===== src/rtl/jcd_pkg.sv =====
/*
 * Shared constants and carrier types for the Johnson counter/decoder.
 * Assumes a single system clock; pin inputs arrive asynchronously.
 */
`default_nettype none
package jcd_pkg;
  // Stage counts of the two variants
  localparam int JCD_DECADE_STAGES = 5;
  localparam int JCD_OCTAL_STAGES = 4;
  // Depth of the pin synchroniser
  localparam int JCD_SYNC_DEPTH = 2;
  // Value of the stages at count zero and after reset
  localparam logic JCD_STAGE_RESET = 1'h0;

  // Pin inputs of the counter, carried together
  typedef struct packed {
    logic count_clk;
    logic count_hold;
    logic count_reset;
  } jcd_pins_type;
endpackage
`default_nettype wire


===== src/rtl/jcd_counter.sv =====
/*
 * Johnson counter with fully decoded one-hot outputs and cascade output.
 * Assumes clk_sys far faster than the counting clock pin, so every pin
 * level lasts at least three system clock cycles.
 */
// Notes on behaviour
// - Five stages give ten outputs; four stages give eight outputs.
// - Each rising count clock edge advances one step while hold is low.
// - While hold is high, count clock edges leave the state unchanged.
// - A high counter reset forces the zero count.
// - Exactly one decoded output is high at any time.
// - A decoded output stays high for one full counting clock period.
// - Each decoded output comes from a two-input gate of adjacent stages.
// - Cascade completes one period per full count cycle, ten or eight.
// - Cascade rising edge serves as clock for the next counter.
// - Illegal Johnson states are steered back into the legal sequence.
// - Clock held high, falling hold pulses advance the count.
// - Clearing to zero raises the zero-count decoded output.
`timescale 1ns/100ps
`default_nettype none
module jcd_counter #(
  parameter int STAGES = jcd_pkg::JCD_DECADE_STAGES
) (
  // System clock and reset
  input wire logic clk_sys,
  input wire logic sys_rst,
  // Counter pins, asynchronous to clk_sys
  input wire jcd_pkg::jcd_pins_type pins,
  // Decoded one-hot outputs and cascade output
  output logic [2*STAGES-1:0] decoded_pin,
  output logic cascade_pulse_pin
);
  import jcd_pkg::*;

  localparam int OUTS = 2 * STAGES;

  typedef struct packed {
    jcd_pins_type [JCD_SYNC_DEPTH-1:0] sync;
    logic gate_prev;
    logic [STAGES-1:0] stage;
    logic [OUTS-1:0] decoded;
    logic cascade;
  } jcd_state_type;

  jcd_state_type s;
  jcd_state_type next_s;
  jcd_pins_type pin_now;
  logic gate_now;
  logic fire;

  // Legal Johnson states are a run of ones from the bottom or from the top
  function automatic logic is_legal(input logic [STAGES-1:0] q);
    logic ok;
    ok = 1'b1;
    for (int i = 1; i < STAGES; i++) begin
      if (q[0] && !q[i - 1] && q[i]) begin
        ok = 1'b0;
      end
      if (!q[0] && q[i - 1] && !q[i]) begin
        ok = 1'b0;
      end
    end
    return ok;
  endfunction

  // One Johnson step, with anti-lock recovery to count zero
  function automatic logic [STAGES-1:0] step(input logic [STAGES-1:0] q);
    if (!is_legal(q)) begin
      return {STAGES{JCD_STAGE_RESET}};
    end
    return {q[STAGES-2:0], ~q[STAGES-1]};
  endfunction

  // Two-input decode of adjacent stages keeps outputs free of spikes
  function automatic logic [OUTS-1:0] decode(input logic [STAGES-1:0] q);
    logic [OUTS-1:0] d;
    d = '0;
    d[0] = ~q[0] & ~q[STAGES-1];
    d[STAGES] = q[0] & q[STAGES-1];
    for (int k = 1; k < STAGES; k++) begin
      d[k] = q[k - 1] & ~q[k];
      d[STAGES + k] = ~q[k - 1] & q[k];
    end
    return d;
  endfunction

  // Second synchroniser stage is the only one the logic reads
  assign pin_now = s.sync[JCD_SYNC_DEPTH-1];
  // Clock gated by hold; its rising edge covers both clocking styles
  assign gate_now = pin_now.count_clk & ~pin_now.count_hold;
  assign fire = gate_now & ~s.gate_prev;

  // Next state
  always_comb begin
    next_s = s;
    next_s.sync = {s.sync[JCD_SYNC_DEPTH-2:0], pins};
    next_s.gate_prev = gate_now;
    if (pin_now.count_reset) begin
      next_s.stage = {STAGES{JCD_STAGE_RESET}};
    end else if (fire) begin
      next_s.stage = step(s.stage);
    end
    // Outputs follow the stages in the same edge so they stay registered
    next_s.decoded = decode(next_s.stage);
    next_s.cascade = ~next_s.stage[STAGES-1];
  end

  // State register
  always_ff @(posedge clk_sys) begin
    if (sys_rst) begin
      s.sync <= '0;
      s.gate_prev <= 1'b0;
      s.stage <= {STAGES{JCD_STAGE_RESET}};
      s.decoded <= {{(OUTS-1){1'b0}}, 1'b1};
      s.cascade <= 1'b1;
    end else begin
      s <= next_s;
    end
  end

  assign decoded_pin = s.decoded;
  assign cascade_pulse_pin = s.cascade;
endmodule // jcd_counter
`default_nettype wire


===== config.mk =====
export PLATFORM = sky130hd
export DESIGN_NAME = jcd_counter
export DESIGN_NICKNAME = d
export VERILOG_FILES = /design/src/rtl/jcd_pkg.sv /design/src/rtl/jcd_counter.sv
export SDC_FILE = /design/constraint.sdc
export NUM_CORES = 1
export LEC_CHECK = 0
export BUFFER_PORTS_ARGS = -buffer_cell sky130_fd_sc_hd__buf_4
export CORE_AREA = 2 2 87 47
export CTS_BUF_LIST = sky130_fd_sc_hd__clkbuf_4 sky130_fd_sc_hd__clkbuf_8 sky130_fd_sc_hd__clkbuf_16
export CTS_CLUSTER_SIZE = 8
export DETAILED_ROUTE_END_ITERATION = 16
export DIE_AREA = 0 0 89 49
export PLACE_DENSITY = 0.53
export SYNTH_ARGS = -nofsm -noshare
export SYNTH_HDL_FRONTEND = slang
export SYNTH_SLANG_ARGS = --single-unit

===== constraint.sdc =====
create_clock -name clk_sys -period 2.1 [get_ports clk_sys]
set_input_delay 0 -clock clk_sys [delete_from_list [all_inputs] [get_ports clk_sys]]
set_output_delay 0 -clock clk_sys [all_outputs]
set_load 0.1 [all_outputs]

## After elaboration in Yosys (flattened, before gate mapping)

Cells that the tools add are included.

| cells by class | value |
|---|---|
| shift operators | 0 |
| equality and inequality tests | 0 |
| bitwise operators | 20 |
| multiply operators | 0 |
| add/subtract/negate cells | 0 |
| muxes and demuxes | 15 |
| magnitude comparators | 0 |
| div/mod/pow operators | 0 |
| reductions and logical operators | 17 |

Operator list:

| kind | count |
|---|---|
| 5-bit two-way mux | 4 |
| 1-bit bitwise AND | 12 |
| 1-bit logical AND | 12 |
| 1-bit two-way mux | 11 |
| 1-bit inverter | 8 |
| 1-bit zero test | 5 |

| word-level totals | value |
|---|---|
| output and inout port bits | 11 |
| RAM bits | 0 |
| register bits after elaboration | 23 |
| memory bits (read-only) | 0 |
| latch bits | 0 |
| input bits | 5 |
| logic and storage cells | 62 |
| memories kept | 0 |

## Longest topological paths before layout

| logic depth | value |
|---|---|
| depth in word-level cells | 19 |
| gate-level depth with buffers | 5 |
| mapped depth without buffers | 4 |

## Least setup slack after synthesis

Ideal clock, no wire load.

| path | value |
|---|---|
| kind | flip-flop to flip-flop |
| from | reg s, in the netlist pin_now[1] |
| to | reg s, in the netlist decoded_pin[8] |
| setup slack | 0.625 ns |
| period minus slack after synthesis | 1.475 ns |
| arrival | 1.359 ns |
| required time | 1.984 ns |
| library setup time | 0.116 ns |
| cell stages (with the launch flop) | 6 |
| buffers on the path | 1 |
| path through | dfxtp_1 or3b_1 buf_6 o41ai_4 a22oi_2 and3_2 |

| between the ends | value |
|---|---|
| longest elaborated chain between the ends | 7 |

RTL lines:

| element | RTL line | RTL |
|---|---|---|
| from (decl) | jcd_counter.sv:45 | `jcd_state_type s;` |
| from (signal assigned) | jcd_counter.sv:117 | `s <= next_s;` |
| 1-bit inverter * | jcd_counter.sv:90 | `assign gate_now = pin_now.count_clk & ~pin_now.count_hold;` |
| 1-bit bitwise AND * | jcd_counter.sv:90 |  |
| 1-bit bitwise AND * | jcd_counter.sv:91 | `assign fire = gate_now & ~s.gate_prev;` |
| 5-bit two-way mux * | jcd_counter.sv:100 | `end else if (fire) begin` |
| 5-bit two-way mux * | jcd_counter.sv:98 | `if (pin_now.count_reset) begin` |
| 1-bit inverter | jcd_counter.sv:82 | `d[STAGES + k] = ~q[k - 1] & q[k];` |
| 1-bit bitwise AND * | jcd_counter.sv:82 |  |

Mark *: on every way between the ends. The rest lies on a longest branch, timed or not.
A chain may end at the register's enable or synchronous reset.

## Worst setup path in the final report

| path | value |
|---|---|
| from | reg s, in the netlist pin_now[2] |
| to | reg s, in the netlist decoded_pin[8] |

| between the ends | value |
|---|---|
| longest elaborated chain between the ends | 6 |

RTL lines:

| element | RTL line |
|---|---|
| 1-bit bitwise AND * | jcd_counter.sv:90 |
| 1-bit bitwise AND * | jcd_counter.sv:91 |
| 5-bit two-way mux * | jcd_counter.sv:100 |
| 5-bit two-way mux * | jcd_counter.sv:98 |
| 1-bit inverter | jcd_counter.sv:82 |
| 1-bit bitwise AND * | jcd_counter.sv:82 |

Marks and branches as above.

==> flow_metrics.tcl <==
set metrics [dict create \
    yosysSeqAreaShare 0.471 \
    status "finished, final reports clean" \
    grt_max_degree 14 \
    viasPerCell 4.15 \
    drv_slew 0 \
    postRouteWirelength_mm 1.55 \
    worst_slack_ns 0.476 \
    io_buffers 15 \
    final_cell_mix "23 x dfxtp_1, 15 x buf_4, 8 x nor2b_1" \
    p_leak_nw 0.479 \
    fmax_mhz 616 \
    grt_usage 0.0795 \
    fin_crit_ns 1.62 \
    p_switching_w 0.000197 \
    dieArea_um2 4360 \
    syn_inst 91 \
    setup-tns-final_ns 0 \
    clock_sinks 23 \
    ys_types 32 \
    ys_top_cells_by_area "dfxtp_1 47%, buf_4 10%, nor2b_1 5.1%" \
    p_int_w 0.000611 \
    postPlaceCellArea_um2 1030 \
    grt_pass1_wl_mm 2.53 \
    cts-root-buf "clkbuf_8" \
    clockPowerShare 0.333 \
    start_util 0.265 \
    syn_avg_cell_area_um2 10.7 \
    hold_viol 0 \
    synth_top_cell_area_share 0.471 \
    first_global_vias 567 \
    synth_area_leader_cell "dfxtp_1" \
    dieWidth_um 89 \
    syn_area_um2 977 \
    gr-total-overflow 0 \
    syn-num-nets 96 \
    vias 643 \
    die-height_um 49 \
    setup-violations-final 0 \
    final_nets 107 \
    fin_worst_skew_ns 0.00468 \
    synthToLayoutAreaGrowth_pct 16.9 \
    critPathMaxStageDelay_ns 0.53 \
    yosysWarnings 0 \
    worstPathArrival_ns 1.79 \
    post-place-ws_ns 0.486 \
    drt_iter0_drc 32 \
    gp_congestion 0.715 \
    clk_path_buf_depth 2 \
    drt.antenna.violating_nets 0 \
    crit_slowest_cell "or3b_1" \
    worst-path-max-fanout 8 \
    path_clk_slew_ns 0.08 \
    powerDensity_nw_per_um2 707 \
    placementRows 16 \
    timing.slew.headroom 0.627 \
    crit_type "reg2reg" \
    maxCapViolCount 0 \
    final_common_cell "dfxtp_1" \
    startpoint_type "flip-flop" \
    antenna_found_initial 0 \
    cts_buffers 3 \
    h-tree-depth 1 \
    drt_first_pass_iters 4 \
    end_kind "flip-flop" \
    p_seq_frac 0.565 \
    rsz0062_at_grt "false" \
    io_pins 16 \
    fillers 394 \
    combPwrFrac 0.102 \
    final_area_um2 1140 \
    insertion_delay_ns 0.26 \
    ys_ff_latch 23 \
    power_w 0.000808 \
    cp.required_ns 2.26 \
    worst_pin_slew_ns 0.558 \
    hpwlAfterDp_mm 1.12 \
    wl_per_cell_um 10.0 \
    design.core.area_um2 3680 \
    holdWs_ns 0.440 \
    fin_crit_sh 0.774 \
    cts_tree "yes" \
    path_cells "or3b_1 > o41ai_4 > a22oi_2 > and3_2" \
    insertedDiodeCount 0 \
    route.detailed.drc 0 \
    min_path_type "reg2reg" \
    irDropWorstVdd_mv 0.200 \
    switching_share 0.243 \
    drive_gt1_frac 0.297 \
]
-- power by group through the flow --
stage | clock (W) | sequential (W) | combinational, W
global route | 0.000295 | 0.000459 | 0.0000881
finish | 0.000269 | 0.000457 | 0.0000824
floorplan | 0 | 0.000462 | 0.0000686
CTS | 0.000281 | 0.000457 | 0.0000829
global placement | 0 | 0.000467 | 0.0000730
detailed placement | 0 | 0.000467 | 0.0000731
-- routing by layer --
layer	GRT usage	vias up	wire, um
li1	-	321	-
met1	0.103	293	795
met2	0.108	24	614
met3	0.0406	5	112
met4	0.0373	0	30
met5	0	-	0
-- stage by stage --
stage,utilization,cells
2_1_floorplan,-,91
3_3_place_gp,0.279,144
3_5_place_dp,0.279,144
4_1_cts,0.310,155
5_1_grt,0.310,155
6_report,0.310,155
-- Yosys cell counts --
cell       instances
nor4bb_1           1
buf_4             13
and4bb_2           1
nor4_2             1
or3b_1             1
o21ai_0            1
and3_1             3
nor2b_1            8
dfxtp_1           23
o221ai_1           1
nand3_1            1
o32ai_2            1
mux2_2             1
and3_2             2
nand2b_1           2
nor4_1             1
nor3_1             2
a22oi_2            1
buf_6              3
o41ai_4            1
a2bb2oi_2          1
inv_1              3
o311ai_0           1
o211ai_1           1
nor2_1             5
o31ai_1            1
mux2i_1            1
nor3b_1            2
and2_1             2
nor3_2             1
a32o_2             1
nand2_1            4
-- what timing repair did --
action,4_1_cts,5_1_grt
gates resized for setup,0,0
hold buffers,7,0
setup buffers,0,0
endpoints found under the hold margin,10,0
-- registers in the layout, summed over array words and instances, names as in the netlist --
signal,flops
cascade_pulse_pin,1
decoded_pin,10
pin_now,3
s,6
next_s,3
-- final timing paths --
| path | start | slack, ns | to | cells after the start |
|---|---|---|---|---|
| setup / recovery | pin_now[2]$_SDFF_PP0_ | 0.48 | decoded_pin[8]$_SDFF_PP0_ | 4 |
| hold / removal | next_s[21]$_SDFF_PP0_ | 0.44 | pin_now[1]$_SDFF_PP0_ | 1 |
| setup reg to reg | pin_now[2]$_SDFF_PP0_ | 0.48 | decoded_pin[8]$_SDFF_PP0_ | 4 |
| hold reg to reg | next_s[21]$_SDFF_PP0_ | 0.44 | pin_now[1]$_SDFF_PP0_ | 1 |
-- cell type report --
cell class	instances	area, um2	share of cell area
Clock buffer	3	41.3	0.0361
Clock inverter	1	5.00	0.00438
Inverter	3	11.3	0.00986
Tap cell	54	67.6	0.0591
Multi-Input combinational cell	49	374	0.327
Sequential cell	23	460	0.403
Timing Repair Buffer	22	183	0.160
-- kinds of logic after synthesis --
group / after synthesis / synth area share
and+or+nand+nor: 37 / 0.238
AOI/OAI and AO/OA: 10 / 0.123
muxes: 2 / 0.0218
buffers and inverters: 19 / 0.146
DFF: 23 / 0.471
-- critical path, delay by kind of cell (launching register included) --
| family | cells | cell delay (ns) |
|---|---|---|
| AOI/OAI and AO/OA | 2 | 0.41 |
| DFF | 1 | 0.35 |
| and+or+nand+nor | 2 | 0.77 |
Power figures use the tool's default switching activity.
